### config.mk
export PLATFORM = sky130hd
export DESIGN_NAME = ctic_top
export DESIGN_NICKNAME = d
export VERILOG_FILES = /design/src/design/ctic_pkg.sv /design/src/design/ctic_gate_if.sv /design/src/design/ctic_top.sv /design/src/design/ctic_gate.sv
export VERILOG_INCLUDE_DIRS = /design/src /design/src/design
export SDC_FILE = /design/constraint.sdc
export NUM_CORES = 1
export LEC_CHECK = 0
export ABC_AREA = 1
export BUFFER_PORTS_ARGS = -buffer_cell sky130_fd_sc_hd__buf_2
export CAP_MARGIN = 10
export CORE_MARGIN = 5
export CORE_UTILIZATION = 50
export DETAILED_ROUTE_END_ITERATION = 10
export HOLD_SLACK_MARGIN = 0.15
export PLACE_DENSITY = 0.81
export SYNTH_ARGS = -nofsm -noshare
export SYNTH_HDL_FRONTEND = slang
export SYNTH_SLANG_ARGS = --single-unit
### constraint.sdc
create_clock -name clock -period 3.4 [get_ports clock]
set_clock_uncertainty 0.2 [all_clocks]
set_input_delay 0.68 -clock clock [delete_from_list [all_inputs] [get_ports clock]]
set_output_delay 0.68 -clock clock [all_outputs]
set_load 0.03 [all_outputs]
### src/design/ctic_map.svh
// Purpose: offsets, field positions and reset values of the throttle/idle block
// Assumes: one 32-bit AHB-Lite word per register
// Notes: definitions only
`ifndef CTIC_MAP_SVH
`define CTIC_MAP_SVH
`define CTIC_CTRL_OFS 12'h000
`define CTIC_STAT_OFS 12'h004
`define CTIC_IDLE_BIT 7
`define CTIC_THR_BIT 6
`define CTIC_ROI_BIT 5
`define CTIC_TOR_BIT 4
`define CTIC_RATIO_HI 2
`define CTIC_RATIO_LO 0
`define CTIC_CTRL_RST 8'h00
`define CTIC_CTRL_MASK 8'hF7
`define CTIC_RATIO_BASE 3'h1
`endif

### src/design/ctic_pkg.sv
// Purpose: types shared by the throttle/idle block
// Assumes: nothing beyond the map header
// Notes: power state names the clock condition of the cpu
package ctic_pkg;
    typedef enum logic [1:0] {CTIC_RUN, CTIC_IDLE, CTIC_SLEEP} ctic_pwr_t;
    typedef logic [7:0] ctic_byte_t;
endpackage

### src/design/ctic_gate_if.sv
// Purpose: link between the control top and the throttle gate
// Assumes: single clock
// Notes: ratio and enable in, cpu strobe out
`timescale 1ns/1ps
`default_nettype none
interface ctic_gate_if;
    logic run; // throttle active
    logic [2:0] ratio; // ratio code
    logic cyc; // peripheral instruction cycle
    logic pass; // cpu cycle allowed
    modport ctl (output run, output ratio, output cyc, input pass);
    modport gate (input run, input ratio, input cyc, output pass);
endinterface
`default_nettype wire

### src/design/ctic_top.sv
// Purpose: cpu throttle and idle control register with sleep/idle sequencing
// Assumes: sleep, irq and return strobes are one-clock pulses from core logic
// Notes: AHB-Lite slave, zero wait states, always OKAY
// Functional notes
// - idle select: sleep stops only cpu clock
// - idle clear: sleep stops cpu and system
// - throttle enable gates cpu cycle rate
// - recover bit clears throttle on irq entry
// - return-on bit sets throttle on return
// - ratio code 111 is 1:256 down to 1:2 at code 000
// - debug forces full speed, bit kept
// - idle kept over warm reset; others cleared
// - enabled irq wakes idle, select unchanged
// - watchdog wakes idle, throttle untouched
//
// The AHB-Lite slave port and the register addresses were decided locally.
`timescale 1ns/1ps
`default_nettype none
`include "ctic_map.svh"
module ctic_top (
    // clock and resets
    input wire logic clock,
    input wire logic sys_rst, // any reset
    input wire logic por_bor_rst, // power-on or brown-out, sync level
    // ahb-lite slave
    input wire logic hsel,
    input wire logic [11:0] haddr,
    input wire logic [1:0] htrans,
    input wire logic hwrite,
    input wire logic [2:0] hsize,
    input wire logic hready,
    input wire logic [31:0] hwdata,
    output logic [31:0] hrdata,
    output logic hreadyout,
    output logic hresp,
    // core events
    input wire logic periph_cyc, // peripheral instruction cycle strobe
    input wire logic sleep_exec, // sleep instruction executed
    input wire logic irq_entry, // isr entry
    input wire logic return_from_interrupt, // return instruction executed
    input wire logic irq_pending, // enabled interrupt pending, any global_irq_enable
    input wire logic watchdog_timer_timeout, // watchdog time-out
    input wire logic in_circuit_debug, // debug active
    // clock controls
    output logic cpu_cyc_en, // cpu may run this cycle
    output logic cpu_clk_en, // cpu clock running
    output logic sys_clk_en, // system clocks running
    output logic watchdog_timer_rst_req, // watchdog time-out not blocked
    output logic watchdog_timer_wake // watchdog woke device
);
    import ctic_pkg::*;
    typedef struct packed {
        logic idle_select;
        logic cpu_throttle_en;
        logic recover_on_irq;
        logic throttle_on_return;
        logic [2:0] ratio;
        ctic_pwr_t pwr;
        logic wr_pend; // write data phase pending
        logic rd_pend; // read data phase pending
        logic [11:0] addr; // latched address
        logic [31:0] rdata;
        logic cpu_cyc;
        logic wdt_rst;
        logic wdt_wake;
    } ctic_st_t;
    ctic_st_t s_q, s_d;
    ctic_gate_if gif ();
    logic dbg_s1, dbg_s2; // debug synchroniser
    logic wdt_s1, wdt_s2; // watchdog timeout synchroniser
    logic irq_s1, irq_s2; // pending irq synchroniser
    logic addr_ok; // valid address phase
    ctic_byte_t ctrl_rd; // control image
    logic idle_keep_q; // idle select kept over warm reset
    logic first_q; // reset active or first cycle after release
    // throttle gate
    ctic_gate u_gate (
        .clock(clock),
        .sys_rst(sys_rst),
        .gif(gif.gate)
    );
    // gate inputs; debug overrides enable only
    assign gif.run = s_q.cpu_throttle_en && !dbg_s2;
    assign gif.ratio = s_q.ratio;
    assign gif.cyc = periph_cyc;
    // pin synchronisers
    always_ff @(posedge clock or posedge sys_rst) begin
        if (sys_rst) begin
            dbg_s1 <= 1'b0;
            dbg_s2 <= 1'b0;
            wdt_s1 <= 1'b0;
            wdt_s2 <= 1'b0;
            irq_s1 <= 1'b0;
            irq_s2 <= 1'b0;
        end else begin
            dbg_s1 <= in_circuit_debug;
            dbg_s2 <= dbg_s1;
            wdt_s1 <= watchdog_timer_timeout;
            wdt_s2 <= wdt_s1;
            irq_s1 <= irq_pending;
            irq_s2 <= irq_s1;
        end
    end
    // address phase qualification
    assign addr_ok = hsel && hready && htrans[1];
    // readable image of control register, bit 3 reads zero
    always_comb begin
        ctrl_rd = {s_q.idle_select, s_q.cpu_throttle_en, s_q.recover_on_irq,
                   s_q.throttle_on_return, 1'b0, s_q.ratio};
    end
    // next state
    always_comb begin
        s_d = s_q;
        s_d.wdt_wake = 1'b0;
        s_d.wdt_rst = 1'b0;
        s_d.wr_pend = 1'b0;
        s_d.rd_pend = 1'b0;
        // restore idle select from keeper while reset and on release
        if (first_q) begin
            s_d.idle_select = idle_keep_q;
        end
        // bus address phase
        if (addr_ok) begin
            s_d.addr = haddr;
            s_d.wr_pend = hwrite;
            s_d.rd_pend = !hwrite;
        end
        // bus write data phase
        if (s_q.wr_pend && s_q.addr == `CTIC_CTRL_OFS) begin
            s_d.idle_select = hwdata[`CTIC_IDLE_BIT];
            s_d.cpu_throttle_en = hwdata[`CTIC_THR_BIT];
            s_d.recover_on_irq = hwdata[`CTIC_ROI_BIT];
            s_d.throttle_on_return = hwdata[`CTIC_TOR_BIT];
            s_d.ratio = hwdata[`CTIC_RATIO_HI:`CTIC_RATIO_LO];
        end
        // hardware set/clear after software write, so hardware wins
        if (irq_entry && s_q.recover_on_irq) begin
            s_d.cpu_throttle_en = 1'b0;
        end
        if (return_from_interrupt && s_q.throttle_on_return) begin
            s_d.cpu_throttle_en = 1'b1;
        end
        // read data for next phase
        s_d.rdata = 32'h0000_0000;
        if (addr_ok && !hwrite && haddr == `CTIC_CTRL_OFS) begin
            s_d.rdata = {24'h00_0000, ctrl_rd};
        end else if (addr_ok && !hwrite && haddr == `CTIC_STAT_OFS) begin
            s_d.rdata = {29'h0000_0000, dbg_s2, s_q.pwr};
        end
        // power sequencing
        case (s_q.pwr)
            CTIC_RUN: begin
                if (sleep_exec && !irq_s2) begin
                    s_d.pwr = s_q.idle_select ? CTIC_IDLE : CTIC_SLEEP;
                end
                s_d.wdt_rst = wdt_s2;
            end
            CTIC_IDLE: begin
                if (irq_s2) begin
                    s_d.pwr = CTIC_RUN;
                end else if (wdt_s2) begin
                    s_d.pwr = CTIC_RUN;
                    s_d.wdt_wake = 1'b1;
                end
            end
            CTIC_SLEEP: begin
                if (irq_s2 || wdt_s2) begin
                    s_d.pwr = CTIC_RUN;
                    s_d.wdt_wake = wdt_s2 && !irq_s2;
                end
            end
            default: begin
                s_d.pwr = CTIC_RUN;
            end
        endcase
        s_d.cpu_cyc = gif.pass && s_q.pwr == CTIC_RUN;
    end
    // state register; idle select survives warm reset
    always_ff @(posedge clock or posedge sys_rst) begin
        if (sys_rst) begin
            s_q <= '0;
        end else begin
            s_q <= s_d;
        end
    end
    // separate flop for idle select so warm reset keeps it
    always_ff @(posedge clock or posedge por_bor_rst) begin
        if (por_bor_rst) begin
            idle_keep_q <= 1'b0;
        end else begin
            idle_keep_q <= s_d.idle_select;
        end
    end
    always_ff @(posedge clock or posedge sys_rst) begin
        if (sys_rst) begin
            first_q <= 1'b1;
        end else begin
            first_q <= 1'b0;
        end
    end
    // outputs from flops, power-state compares or constants
    assign hrdata = s_q.rdata;
    assign hreadyout = 1'b1;
    assign hresp = 1'b0;
    assign cpu_cyc_en = s_q.cpu_cyc;
    assign cpu_clk_en = s_q.pwr == CTIC_RUN;
    assign sys_clk_en = s_q.pwr != CTIC_SLEEP;
    assign watchdog_timer_rst_req = s_q.wdt_rst;
    assign watchdog_timer_wake = s_q.wdt_wake;
    // assertions
    idle_keeps_sys_a: assert property (@(posedge clock) disable iff (sys_rst)
        s_q.pwr == CTIC_IDLE |-> sys_clk_en && !cpu_clk_en)
        else $error("idle stopped the system clock");
    sleep_stops_all_a: assert property (@(posedge clock) disable iff (sys_rst)
        s_q.pwr == CTIC_RUN && sleep_exec && !irq_s2 && !s_q.idle_select
        |=> !sys_clk_en && !cpu_clk_en)
        else $error("full sleep not entered");
    recover_clear_a: assert property (@(posedge clock) disable iff (sys_rst)
        irq_entry && s_q.recover_on_irq && !return_from_interrupt
        |=> !s_q.cpu_throttle_en)
        else $error("throttle not cleared on irq entry");
    return_set_a: assert property (@(posedge clock) disable iff (sys_rst)
        return_from_interrupt && s_q.throttle_on_return |=> s_q.cpu_throttle_en)
        else $error("throttle not set on return");
    debug_full_a: assert property (@(posedge clock) disable iff (sys_rst)
        dbg_s2 && periph_cyc && s_q.pwr == CTIC_RUN ##1 s_q.pwr == CTIC_RUN
        |=> cpu_cyc_en)
        else $error("debug did not force full speed");
    irq_wake_a: assert property (@(posedge clock) disable iff (sys_rst)
        s_q.pwr == CTIC_IDLE && irq_s2 |=> cpu_clk_en && $stable(s_q.idle_select))
        else $error("irq did not wake idle");
    wdt_wake_a: assert property (@(posedge clock) disable iff (sys_rst)
        s_q.pwr == CTIC_IDLE && wdt_s2 && !irq_s2 && !irq_entry && !return_from_interrupt
        |=> watchdog_timer_wake && !watchdog_timer_rst_req
        && $stable(s_q.cpu_throttle_en))
        else $error("watchdog wake wrong in idle");
    warm_reset_a: assert property (@(posedge clock) disable iff (sys_rst)
        first_q |-> s_q.cpu_throttle_en == 1'b0 && s_q.ratio == 3'h0)
        else $error("fields not cleared by reset");
    idle_cov_c: cover property (@(posedge clock) disable iff (sys_rst)
        s_q.pwr == CTIC_IDLE ##1 s_q.pwr == CTIC_RUN);
    sleep_cov_c: cover property (@(posedge clock) disable iff (sys_rst)
        s_q.pwr == CTIC_SLEEP);
    thr_cov_c: cover property (@(posedge clock) disable iff (sys_rst)
        gif.run && cpu_cyc_en);
endmodule
`default_nettype wire

### src/design/ctic_gate.sv
// Purpose: throttle gate passing one cpu cycle per N peripheral cycles
// Assumes: cyc is a one-clock strobe per peripheral cycle
// Notes: N = 2^(code+1), code 0 counts as 1:2
`timescale 1ns/1ps
`default_nettype none
`include "ctic_map.svh"
module ctic_gate (
    // clock and reset
    input wire logic clock,
    input wire logic sys_rst,
    // control side
    ctic_gate_if.gate gif
);
    import ctic_pkg::*;
    typedef struct packed {
        logic [7:0] cnt; // peripheral cycles since last pass
        logic pass; // registered pass
    } ctic_gate_st_t;
    ctic_gate_st_t s_q, s_d;
    logic [7:0] last; // count value of last cycle in the period
    // terminal count from the ratio code
    always_comb begin
        // shift a 9-bit two so code 7 reaches 256 without wrapping the shifted value
        last = 8'((9'h002 << gif.ratio) - 9'h001);
    end
    // next state
    always_comb begin
        s_d = s_q;
        s_d.pass = 1'b0;
        if (!gif.run) begin
            s_d.cnt = 8'h00;
            s_d.pass = gif.cyc;
        end else if (gif.cyc) begin
            if (s_q.cnt >= last) begin
                s_d.cnt = 8'h00;
                s_d.pass = 1'b1;
            end else begin
                s_d.cnt = s_q.cnt + 8'h01;
            end
        end
    end
    // state register
    always_ff @(posedge clock or posedge sys_rst) begin
        if (sys_rst) begin
            s_q <= '0;
        end else begin
            s_q <= s_d;
        end
    end
    assign gif.pass = s_q.pass;
    // at ratio code 1 with run held, no pass in the two clocks after a pass
    thr_pass_rate_a: assert property (@(posedge clock) disable iff (sys_rst)
        gif.run && gif.ratio == 3'h1 && s_q.pass
        |=> !s_q.pass ##1 (!s_q.pass || !$past(gif.run)))
        else $error("throttle passed two cycles too close");
endmodule
`default_nettype wire

# == After elaboration in Yosys (flattened, before gate mapping) ==
# Cells that the tools add are included.
# totals
in_bits,62
ff_bits,74
wordCells,77
out_inout_bits,39
# classes
shift,1
n_lt_le_gt_ge,1
mux,22
addsub,2
n_eq_ne,8
n_reduce_logical,21
# op_table
op,count
12-bit logical NOT,2
9-bit 2-to-1 mux,2
8-bit 2-to-1 mux,2
14-bit 2-to-1 mux,1
12-bit by 3-bit == test with 1-bit output (second input constant),1
1-bit logical AND,12
2-bit 2-to-1 mux,5
8-bit by 1-bit adder with 8-bit output (second input constant),1
8-bit >= comparator,1
1-bit 2-to-1 mux,8
2-bit by 3-bit << shifter with 8-bit output (first input constant),1
8-bit by 1-bit subtractor with 8-bit output (second input constant),1
7-bit 2-to-1 mux,1
2-bit inequality test (second input constant),3
2-bit case mux with 3 select lines,1
1-bit logical NOT,3
3-bit 2-to-1 mux,1
3-bit inequality test (second input constant),1
3-bit AND reduction,1
3-bit nonzero test,1
2-bit by 1-bit == test with 1-bit output (second input constant),1
2-bit == test (second input constant),1
2-bit logical NOT,1
2-bit by 1-bit inequality test with 1-bit output (second input constant),1
2 further kinds,2

# == Logic depth before layout (Yosys ltp) ==
# Gate-level depths: netlist of run 1.
# logic_depth
ltp_word,6
depth_mapped,11
ltp_nobuf,11

# == Cells and area by module ==
# A second synthesis of run 1 with hierarchy kept.
# unflattened
hier_cells,327
area_unflattened_um2,2815.2
# modules_own_cells
module,cells_each,instances,seq_area_each_um2,area_each_um2
ctic_top,214,1,1002.2,1981.9
ctic_gate,113,1,225.2,833.3

# == Worst setup path before layout of run 1 ==
# Ideal clock, no wire load.
# synth_path
path_type,register to register
startpoint,reg s_q (netlist bit gif.ratio[2])
endpoint,reg u_gate.s_q (netlist bit u_gate.gif.pass)
synth_period_minus_slack_ns,1.817
t_required_ns,3.083
t_arrival_ns,1.500
path_stages_with_launch,9
n_path_buf,1
path_slack_ns,1.583
setup_time_ns,0.117
cell_sequence,dfrtp_1 clkbuf_1 nand3_1 ha_1 a21o_1 nor2_4 nand2_1 o21ai_1 inv_1
# synth_rtl
item,line_no,rtl
from (decl),ctic_top.sv:67,"ctic_st_t s_q, s_d;"
from (signal assigned),ctic_top.sv:181,s_q <= '0;
from (signal assigned),ctic_top.sv:183,s_q <= s_d;
to (signal assigned),ctic_gate.sv:45,s_q <= '0;
to (signal assigned),ctic_gate.sv:47,s_q <= s_d;
to (decl),ctic_gate.sv:19,"ctic_gate_st_t s_q, s_d;"

# == Worst setup path after layout of run 1 ==
# layout_path
startpoint,reg s_q[49] in the netlist's numbering
endpoint,out cpu_clk_en
# layout_between
elab_chain_cells,1
# layout_rtl
item,line_no,rtl
2-bit logical NOT,ctic_top.sv:206,assign cpu_clk_en = s_q.pwr == CTIC_RUN;
to (decl),ctic_top.sv:46,"output logic cpu_clk_en,"
# Every way passes these cells.

==> results of run 1 <==
[sequential cells by signal, summed over array words and instances (netlist names), 3 cells and up]
register,cells
u_gate.s_q,8
s_q,15
hrdata,7
ctrl_rd,4
gif.ratio,3
[logic make-up (layout without fill, tap and decap cells)]
family,after synthesis,count (layout),synth area share
multiplexers,1,1,0.00416
flip-flops,49,49,0.454
XOR/XNOR,3,3,0.00972
other,2,28,0.00278
buffers and inverters,74,90,0.150
adder cells (fa/ha/maj),11,11,0.0509
AO/OA/AOI/OAI,26,26,0.0606
AND/OR/NAND/NOR,135,135,0.268
[layer usage]
layer  up-vias  wire (µm)  global-route usage
li1        973          -                   -
met1       883       2010               0.174
met2        64       2300               0.244
met3         8        344              0.0375
met4         0         70              0.0497
met5         -          0                   0
[placed cells by master, fill, tap and decap left out, types with 4 or more instances in the layout]
master,count
o21bai_2,5
conb_1,28
ha_1,11
nand3_1,13
inv_2,8
inv_1,29
nand2_4,4
a21oi_1,4
nand2_1,64
dfrtp_1,48
buf_2,44
o21ai_0,15
nor2_4,4
nor2_1,20
nand4_1,12
clkbuf_8,5
[through the flow]
step | instance area [µm²] | utilization | worst slack, ns
6_report | 2950 | 0.571 | 1.18
5_1_grt | 2950 | 0.571 | 1.10
4_1_cts | 2950 | 0.571 | 1.15
3_5_place_dp | 2840 | 0.550 | 1.34
3_3_place_gp | 2840 | 0.550 | 1.37
2_1_floorplan | 2800 | - | 1.38
[worst min path at each step]
stage / slack (ns) / depth (start not counted) / startpoint / endpoint
3_5_place_dp: 0.14 / 0 / dbg_s1$_DFF_PP0_ / dbg_s2$_DFF_PP0_
3_3_place_gp: 0.13 / 0 / irq_s1$_DFF_PP0_ / irq_s2$_DFF_PP0_
6_report: 0.16 / 0 / dbg_s1$_DFF_PP0_ / dbg_s2$_DFF_PP0_
2_1_floorplan: 0.13 / 0 / dbg_s1$_DFF_PP0_ / dbg_s2$_DFF_PP0_
5_1_grt: 0.17 / 0 / dbg_s1$_DFF_PP0_ / dbg_s2$_DFF_PP0_
4_1_cts: 0.16 / 0 / dbg_s1$_DFF_PP0_ / dbg_s2$_DFF_PP0_
[critical path: cells and delay by family (launching register included)]
kind,cells,cell delay (ns)
buffers and inverters,2,0.34
adders and majority gates,1,0.26
DFF,1,0.42
[area by class of cell]
cell class | instances | area [µm²] | area share
tap | 70 | 87.6 | 0.0297
clock inverter | 3 | 28.8 | 0.00975
inverter | 37 | 139 | 0.0471
clock buffer | 5 | 68.8 | 0.0233
sequential | 49 | 1230 | 0.416
timing repair buffer | 45 | 230 | 0.0780
multi-input combinational | 204 | 1170 | 0.396
[power breakdown]
part	switching [mW]	internal, mW
clock	0.211	0.154
combinational	0.239	0.101
sequential	0.0383	0.644
total	0.489	0.899
==> key figures, run 1 <==
Setup path
  – CP cell instances: inv_1 > ha_1 > buf_2
  – Worst-path maximum fanout: 6
  – Data arrival, critical path: 1.34 ns
  – R2R Setup Slk: 1.43 ns
  – CP endpoint: cpu_clk_en
  – R2r worst-path depth: 10
  – Worst r2r src: gif.ratio[1]$_DFFE_PP0P_
  – Crit path largest cell delay: 0.42 ns
  – WP data required: 2.52 ns
  – Setup crit start: s_q[49]$_DFFE_PP0P_
  – Worst Setup End Kind: primary output
  – Crit start category: register
  – CP Class: reg -> out
  – Cell at the slowest stage of the critical path: dfrtp_1
  – R2r endpoint: u_gate.s_q[3]$_DFFE_PP0P_

Clock tree
  – Post_cts resized: 0
  – Post-CTS Repair Setup Buffers: 0
  – Clk buf depth: 2
  – Root Buffer: clkbuf_8
  – CTS Sinks: 49
  – CTS tree: yes
  – Htree depth: 2
  – TritonCTS buffer count: 5
  – Insertion delay to the later sink of the worst-skew pair: 0.31 ns
  – Reg clk slew, reported paths: 0.10 ns
  – Hold_buf cts: 1

Floorplan
  – Die Span Y: 83.6 µm
  – Die ar.: 6980 µm²
  – # IOs: 101
  – Chip width: 83.6 µm
  – Core area: 5170 µm²
  – Row cnt: 26
  – Initial core utilization: 0.523

Yosys
  – Post-synth EDFFs: 0
  – Commonest cells post-synth: 64 x nand2_1, 48 x dfrtp_1, 34 x buf_4
  – YS warnings: 0
  – Synth Register Bits: 49
  – Unique masters post-synth: 32
  – Largest area contributor in the netlist: dfrtp_1
  – Post-Syn Area per Cell: 8.99 µm²
  – Yosys top cell area share: 0.444
  – Asr flop ratio synth: 1.00
  – Mapped Area: 2710 µm²
  – Area contributors post-synth: dfrtp_1 44%, buf_4 9.4%, nand2_1 8.9%
  – Syn Inst Count: 301
  – Share of the yosys chip area belonging to registers: 0.454
  – Synth Flop Type: dfrtp_1
  – Cell with the most instances after synthesis: nand2_1

Cells and area
  – Layout cells sized above 1: 0.259
  – Fillers: 458
  – Area Growth Syn to Fin: 9.11%
  – Non-filler cells, final: 413
  – Diode count: 0
  – Nets: 415

Timing
  – Worst slew pin tran: 0.968 ns
  – Rel. slew slack: 0.353
  – Unrepaired setup endpoints after global routing: false
  – Hold WS: 0.156 ns
  – Max Clk Rate: 451 MHz
  – Final Max Slew Viols: 0
  – Min Tclk post-route: 2.22 ns
  – Final Hold Vio Count: 0
  – Setup TNS: 0 ns
  – Final setup viols: 0
  – Part of the cycle the worst path needs: 0.652

Place
  – Detail Placement HPWL: 3.72 mm
  – GP Congestion: 0.827
  – Port Buf Inserts: 44
  – Placed cells: 404

Routing
  – Avg WL per Cell: 11.4 µm
  – DRC: 0
  – Initial DRC Count: 82
  – DRT Wirelength: 4.72 mm
  – Routed Antenna Nets: 0
  – Drt first pass iters: 4
  – Via count: 1,928
  – DR vias/cell: 4.67

GRT
  – Vias in the first global route: 1,888
  – First-pass GRT wire length: 8.16 mm
  – Largest net degree at the start of global routing: 49
  – Initial antenna violation count: 0
  – GRT Total Usage: 0.143
  – Grt ovf: 0

Pwr
  – PwrDens: 470 nW/µm²
  – Worst vdd ir: 0.000272 V
  – Total power: 1.39 mW
  – Leakage: 1.70 nW

Hold path
  – Worst Hold Class: reg -> reg

Job
  – Max cap viols: 0

Status
  – Outcome: finished clean
Power figures use the tool's default switching activity.
==> inputs of run 2 (changes only) <==
Settings changed: CORE_UTILIZATION 50 to 45, PLACE_DENSITY 0.81 to 0.77.
Clock period 3.4 ns to 1.9 ns, I/O delays scaled along.
==> run 2 against run 1 <==
- routed wire length grew 11%
- total power is 91% higher
- flip-flop and latch count is the same
- core utilization is 1.1 points lower
- sequential share of layout area decreased by 4.3 points
- via count grew 5.8%
- count of clock-buffer cells in the layout increased by 1
- register-to-register slack worse by 1.4 ns
- largest power group unchanged
==> key figures, run 2 (synthesis gave the netlist of run 1 again) <==
Pwr
  – Total power: 2.65 mW (+91%)
  – Worst vdd ir: 0.000500 V (+84%)
  – PwrDens: 804 nW/µm² (+71%)
  – Leakage: 1.83 nW (+8.0%)

Cells and area
  – Nets: 444 (+7.0%)
  – Reg with most FFs: s_q
  – Max reg flops: 15 (unchanged)
  – Commonest cells after routing, fill and taps aside: 64 x nand2_1, 47 x dfrtp_1, 42 x buf_2, 29 x inv_1, 28 x conb_1
  – Area Growth Syn to Fin: 21.8%
  – Leading cell type in the layout, fill and taps excluded: nand2_1
  – Non-filler cells, final: 447 (+8.2%)
  – Layout cells sized above 1: 0.272 (+0.0120)
  – Final Cell Area: 3300 µm² (+12%)
  – Fillers: 521 (+14%)
  – Diode count: 0 (unchanged)

Place
  – Worst slack at placement: 0.00954 ns (-1.33 ns)
  – Placed cell area: 2920 µm² (+2.8%)
  – Port Buf Inserts: 44 (unchanged)
  – Placed cells: 417 (+3.2%)
  – GP Congestion: 0.786 (-5.0%)
  – Detail Placement HPWL: 3.84 mm (+3.3%)

Timing
  – Final Hold Vio Count: 0 (unchanged)
  – Min Tclk post-route: 1.84 ns
  – Unrepaired setup endpoints after global routing: true
  – Max Clk Rate: 543 MHz
  – Final Worst Setup Slack: 0.0584 ns (-1.12 ns)
  – Final Max Slew Viols: 0 (unchanged)
  – Part of the cycle the worst path needs: 0.969
  – Hold WS: 0.151 ns (-0.00447 ns)
  – Final setup viols: 0 (unchanged)

Floorplan
  – Chip width: 87.5 µm (+4.8%)
  – # IOs: 101 (unchanged)
  – Die Span Y: 87.5 µm (+4.8%)
  – Core area: 5890 µm² (+14%)
  – Row cnt: 28 (+7.7%)
  – Initial core utilization: 0.460 (-0.0634)
  – Die ar.: 7660 µm² (+9.7%)

Status
  – Outcome: finished clean

GRT
  – GRT Total Usage: 0.145 (+0.00195)
  – Vias in the first global route: 1,932 (+2.3%)
  – Grt ovf: 0 (unchanged)
  – Initial antenna violation count: 0 (unchanged)
  – First-pass GRT wire length: 8.71 mm (+6.8%)
  – Largest net degree at the start of global routing: 49 (unchanged)

Clock tree
  – TritonCTS buffer count: 5 (unchanged)
  – Clk buf depth: 2 (unchanged)
  – Insertion delay to the later sink of the worst-skew pair: 0.30 ns (about the same)
  – Reg clk slew, reported paths: 0.09 ns (about the same)
  – Root Buffer: clkbuf_8
  – Htree depth: 2 (unchanged)
  – Post-CTS Repair Setup Buffers: 0 (unchanged)
  – CTS tree: yes
  – CTS Sinks: 49 (unchanged)

Job
  – Max cap viols: 0 (unchanged)

Hold path
  – Worst Hold Depth: 3 (+3)
  – Worst Hold Class: in -> reg

Routing
  – Via count: 2,040 (+5.8%)
  – Drt first pass iters: 4 (unchanged)
  – Initial DRC Count: 120 (+46%)
  – DR vias/cell: 4.56 (-2.2%)
  – Routed Antenna Nets: 0 (unchanged)
  – Avg WL per Cell: 11.8 µm (+2.8%)
  – DRC: 0 (unchanged)
  – DRT Wirelength: 5.25 mm (+11%)

Setup path
  – Data arrival, critical path: 1.87 ns (+0.53 ns)
  – Worst-path maximum fanout: 6 (unchanged)
  – Crit start category: register
  – Cell family with most CP delay: simple AND/OR/NAND/NOR gates
  – R2r worst-path depth: 7 (-3)
  – WP data required: 1.93 ns (-0.59 ns)
  – Buf/Inv on CP: 1 (-1)
  – CP Class: reg -> reg
  – Stages on worst setup path: 7 (+4)
  – CP cell instances: buf_4 > nand3_1 > ha_1 > a21o_1 > nor2_4 > nand3_4 > o21bai_2
  – Crit path largest cell delay: 0.36 ns (-0.06 ns)
  – Worst Setup End Kind: register
  – Cell at the slowest stage of the critical path: dfrtp_1
==> run 2: cell count changes in the layout (fill, tap and decap cells not counted), sizes merged <==
cell / before / now
buf: 44 / 51
bufinv: 0 / 1
clkbuf: 5 / 7
clkinv: 1 / 0
dlygate4sd3: 1 / 22
inv: 39 / 38
==> run 2: worst paths after layout <==
path / from / slack, ns / end
worst min register to register: wdt_s1$_DFF_PP0_ / 0.16 / wdt_s2$_DFF_PP0_
worst max register to register: gif.ratio[1]$_DFFE_PP0P_ / 0.06 / u_gate.s_q[3]$_DFFE_PP0P_
worst max-delay path: gif.ratio[1]$_DFFE_PP0P_ / 0.06 / u_gate.s_q[3]$_DFFE_PP0P_
max in group asynchronous: sys_rst / 0.79 / first_q$_DFF_PP1_
min in group asynchronous: por_bor_rst / 0.25 / idle_keep_q$_DFF_PP0_
worst min-delay path: haddr[0] / 0.15 / s_q[35]$_DFFE_PP0P_
==> run 2: layout make-up <==
| class | instances | area, µm² | area share |
|---|---|---|---|
| Tap cell | 75 | 93.8 | 0.0285 |
| Inverter | 37 | 139 | 0.0421 |
| Clock inverter | 2 | 38.8 | 0.0118 |
| Clock buffer | 6 | 72.6 | 0.0220 |
| Sequential cell | 49 | 1230 | 0.373 |
| Timing Repair Buffer | 74 | 518 | 0.157 |
| Multi-Input combinational cell | 204 | 1200 | 0.366 |
==> run 2: routing by layer <==
metal / share of wire / wire length [µm] / GRT usage / vias up
met1: 0.43 / 2250 / 0.181 / 945
met5: 0 / 0 / 0 / -
met4: 0.0091 / 48 / 0.0418 / 0
met3: 0.055 / 287 / 0.0310 / 6
met2: 0.51 / 2670 / 0.251 / 57
li1: - / - / - / 1032
==> run 2: per-stage QoR <==
stage | TNS, ns | util
6_report | 0 | 0.560
5_1_grt | -0.382 | 0.560
3_3_place_gp | -0.00794 | 0.497
2_1_floorplan | 0 | -
4_1_cts | 0 | 0.550
3_5_place_dp | 0 | 0.497
==> run 2: worst min-delay path: stages <==
cell and delay, ns:
buf_2 0.09, inv_1 0.06, o21ai_0 0.08
==> run 2: report_power, final <==
| group | switching [mW] | internal, mW |
|---|---|---|
| registers | 0.0664 | 1.15 |
| clock network | 0.347 | 0.398 |
| logic | 0.445 | 0.241 |
==> run 2: what timing repair did <==
item	CTS	global route
setup endpoints to repair	2	13
pin swaps	4	4
hold buffers	20	2
hold endpoints to repair	65	3
resized for setup	2	9
==> inputs of run 3 (changes only) <==
Settings changed: PLACE_DENSITY 0.77 to 0.76, SKIP_LAST_GASP from default to 1, SYNTH_HIERARCHICAL from default to 1.
==> run 3 against run 2 <==
- the run now ends with negative setup slack left
- global-route usage increased by 2.9 points
- critical path depth increased by 7
- sequential power about the same
- synthesized area increased by 4.1%
- sequential share of layout area decreased by 2.3 points
- critical endpoint is now u_gate/s_q[7]$_DFFE_PP0P_
- largest cell class is now multi-input combinational cells
- count of clock-buffer cells in the layout increased by 1
- cell count increased by 9.6%
- synthesized cell count increased by 8.6%
- worst setup slack got worse by 0.68 ns
- non-clock buffer count increased by 15
- hold slack improved by 0.0022 ns
==> key figures, run 3 <==
Clock tree
  – Htree depth: 2 (unchanged)
  – TritonCTS buffer count: 5 (unchanged)
  – Insertion delay to the later sink of the worst-skew pair: 0.30 ns (about the same)
  – CTS Sinks: 49 (unchanged)
  – Reg clk slew, reported paths: 0.09 ns (about the same)
  – CTS tree: yes
  – Root Buffer: clkbuf_8
  – Clk buf depth: 2 (unchanged)

Routing
  – Avg WL per Cell: 12.8 µm (+8.8%)
  – Via count: 2,280 (+12%)
  – Routed Antenna Nets: 0 (unchanged)
  – DR vias/cell: 4.65 (+2.0%)
  – DRT Wirelength: 6.27 mm (+19%)
  – Drt first pass iters: 4 (unchanged)
  – Initial DRC Count: 133 (+11%)
  – DRC: 0 (unchanged)

Pwr
  – P_sw: 831 µW (-3.2%)
  – Pint: 1.71 mW (-4.3%)
  – Worst vdd ir: 0.000467 V (-6.6%)
  – Leakage: 1.89 nW (+3.4%)
  – Clock Power Share: 0.264 (-0.017)
  – Logic pwr share: 0.257 (-0.002)
  – Sequential fraction of design power: 0.479 (+0.019)
  – Switching part of the total power: 0.327 (+0.00246)
  – PwrDens: 726 nW/µm² (-9.7%)

Setup path
  – Cell at the slowest stage of the critical path: dfrtp_1
  – WP data required: 1.95 ns (+0.02 ns)
  – Crit path largest cell delay: 0.41 ns (+0.05 ns)
  – Most used cell along the critical path: nor2_2
  – CP cell instances: nor2_2 > inv_2 > nor2_2 > inv_1 > ha_2 > o21ai_2 > nor2_1 > a31oi_1 > ha_1 > a21o_1 > nor2_4 > buf_4 > nand4_1 > nand2_1
  – Crit start category: register
  – CP Class: reg -> reg
  – Buf/Inv on CP: 3 (+2)
  – Data arrival, critical path: 2.57 ns (+0.70 ns)
  – Worst Setup End Kind: register
  – Cell family with most CP delay: simple AND/OR/NAND/NOR gates
  – Worst-path maximum fanout: 4 (-2)

Floorplan
  – Core area: 5990 µm² (+1.8%)
  – Die Span Y: 89.1 µm (+1.8%)
  – Die ar.: 7940 µm² (+3.6%)
  – # IOs: 101 (unchanged)
  – Initial core utilization: 0.470 (+0.0103)
  – Row cnt: 28 (unchanged)
  – Chip width: 89.1 µm (+1.8%)

Yosys
  – YS warnings: 6 (+6)
  – Synth Flop Type: dfrtp_1
  – Commonest cells post-synth: 74 x nand2_1, 48 x dfrtp_1, 40 x nor2_1
  – Post-synth EDFFs: 0 (unchanged)
  – Synth Register Bits: 49 (unchanged)
  – Post-Syn Area per Cell: 8.61 µm² (-4.2%)
  – Area contributors post-synth: dfrtp_1 43%, nand2_1 9.9%, buf_4 9.1%
  – Largest area contributor in the netlist: dfrtp_1
  – Cell with the most instances after synthesis: nand2_1
  – Yosys top cell area share: 0.427 (-0.0174)
  – Syn Inst Count: 327 (+8.6%)
  – Share of the yosys chip area belonging to registers: 0.436 (-0.0177)
  – Mapped Area: 2820 µm² (+4.1%)
  – Asr flop ratio synth: 1.00 (unchanged)
  – Unique masters post-synth: 34 (+6.3%)

Timing
  – Min Tclk post-route: 2.53 ns (+0.684 ns)
  – Unrepaired setup endpoints after global routing: true
  – Hold WS: 0.153 ns (+0.00217 ns)
  – Final Max Slew Viols: 0 (unchanged)
  – Final setup viols: 9 (+9)
  – Final Worst Setup Slack: -0.626 ns (-0.684 ns)
  – Final Hold Vio Count: 0 (unchanged)
  – Part of the cycle the worst path needs: 1.33 (+0.360)
  – Max Clk Rate: 396 MHz (-27%)

GRT
  – Grt ovf: 0 (unchanged)
  – Initial antenna violation count: 0 (unchanged)
  – Largest net degree at the start of global routing: 21 (-57%)
  – First-pass GRT wire length: 10.5 mm (+21%)
  – Vias in the first global route: 2,290 (+19%)
  – GRT Total Usage: 0.173 (+0.0286)

Cells and area
  – Sequential standard cell area: 1230 µm² (-0.10%)
  – Leading cell type in the layout, fill and taps excluded: nand2_1
  – Area Growth Syn to Fin: 24.5%
  – Fillers: 515 (-1.2%)
  – Commonest cells after routing, fill and taps aside: 72 x nand2_1, 48 x dfrtp_1, 43 x buf_2, 37 x nor2_1, 34 x inv_1
  – Final core utilization: 0.585 (+0.0253)
  – Final Cell Area: 3510 µm² (+6.4%)
  – Diode count: 0 (unchanged)
  – Footprint of the multi-input gates: 1310 µm² (+8.6%)
  – Layout cells sized above 1: 0.284 (+0.0128)
  – Nets: 488 (+9.9%)
  – Reg with most FFs: s_q
  – Non-filler cells, final: 490 (+9.6%)
  – Max reg flops: 15 (unchanged)

Job
  – Max cap viols: 0 (unchanged)

Place
  – Detail Placement HPWL: 4.32 mm (+12%)
  – GP Congestion: 0.778 (-0.98%)
  – Placed cells: 446 (+7.0%)
  – Placed cell area: 3060 µm² (+4.7%)
  – Worst slack at placement: -0.578 ns (-0.587 ns)
  – Port Buf Inserts: 44 (unchanged)

Status
  – Outcome: finished with violations
  – Violated checks: negative setup slack

Hold path
  – Worst Hold Class: reg -> reg
run 3: changes by cell type in the layout (fill, tap and decap cells not counted), moves of 3 or more:
cell     change
nor2_1      +18
buf_4       +15
o21ai_0     -11
nand2_1      +8
inv_1        +5
mux2_2       +5
o21ai_1      +4
nand2_4      -3
or2_4        -3
run 3: path summary, 6_finish.rpt:
check                                    startpoint                   endpoint  slack, ns  cells after the start
setup / recovery           gif.ratio[1]$_DFFE_PP0P_  u_gate/s_q[7]$_DFFE_PP0P_      -0.63                     14
hold / removal                     dbg_s1$_DFF_PP0_           dbg_s2$_DFF_PP0_       0.15                      0
setup reg to reg           gif.ratio[1]$_DFFE_PP0P_  u_gate/s_q[7]$_DFFE_PP0P_      -0.63                     14
hold reg to reg                    dbg_s1$_DFF_PP0_           dbg_s2$_DFF_PP0_       0.15                      0
max in group asynchronous                   sys_rst           dbg_s1$_DFF_PP0_       0.54                      4
min in group asynchronous               por_bor_rst      idle_keep_q$_DFF_PP0_       0.24                      3
run 3: final cells by class:
type / instances / share of cell area
Clock buffer: 7 / 0.0275
Clock inverter: 1 / 0.00143
Inverter: 41 / 0.0446
Multi-Input combinational cell: 228 / 0.373
Sequential cell: 49 / 0.350
Tap cell: 75 / 0.0268
Timing Repair Buffer: 89 / 0.176
run 3: power groups by stage:
| stage | sequential [mW] | combinational [mW] | clock [mW] |
|---|---|---|---|
| finish | 1.22 | 0.654 | 0.672 |
| global route | 1.24 | 0.737 | 0.728 |
| CTS | 1.22 | 0.648 | 0.690 |
| detailed placement | 1.24 | 0.596 | 0 |
| global placement | 1.24 | 0.582 | 0 |
| floorplan | 1.26 | 0.453 | 0 |
run 3: logic make-up (layout without fill, tap and decap cells):
group	after synthesis	after routing	synth area share
flip-flops	49	49	0.436
buffers and inverters	76	138	0.150
adder cells (fa/ha/maj)	12	12	0.0533
multiplexers	6	6	0.0240
AND/OR/NAND/NOR	155	155	0.269
AO/OA/AOI/OAI	23	23	0.0524
XOR/XNOR	4	4	0.0124
other	2	28	0.00267
run 3: metal layers:
layer  up-vias  routed length [µm]  track usage
li1       1138                   -            -
met1      1046                2520        0.212
met2        78                3150        0.295
met3        18                 436       0.0387
met4         0                 160       0.0704
met5         -                   0            0
run 3: metrics by stage:
| stage | setup TNS, ns | total power, mW |
|---|---|---|
| 3_3_place_gp | -3.27 | 1.82 |
| 4_1_cts | -4.52 | 2.56 |
| 5_1_grt | -6.83 | 2.70 |
| 2_1_floorplan | -2.81 | 1.71 |
| 6_report | -5.35 | 2.54 |
| 3_5_place_dp | -4.61 | 1.84 |
run 3: worst register-to-register path: stages, from the launching register on:
cell	delay, ns
dfrtp_1	0.41
nor2_2	0.15
inv_2	0.05
nor2_2	0.11
inv_1	0.06
ha_2	0.18
o21ai_2	0.07
nor2_1	0.06
a31oi_1	0.17
ha_1	0.29
a21o_1	0.23
nor2_4	0.16
buf_4	0.15
nand4_1	0.10
nand2_1	0.08
run 3: what timing repair did:
| item | in CTS | in global routing |
|---|---|---|
| buffers inserted | 10 | 3 |
| pin swaps | 8 | 8 |
| hold buffers | 23 | 0 |
| cloned | 0 | 0 |
| gates resized for setup | 5 | 3 |
| hold endpoints to repair | 39 | 0 |
| endpoints found under the setup margin | 10 | 10 |
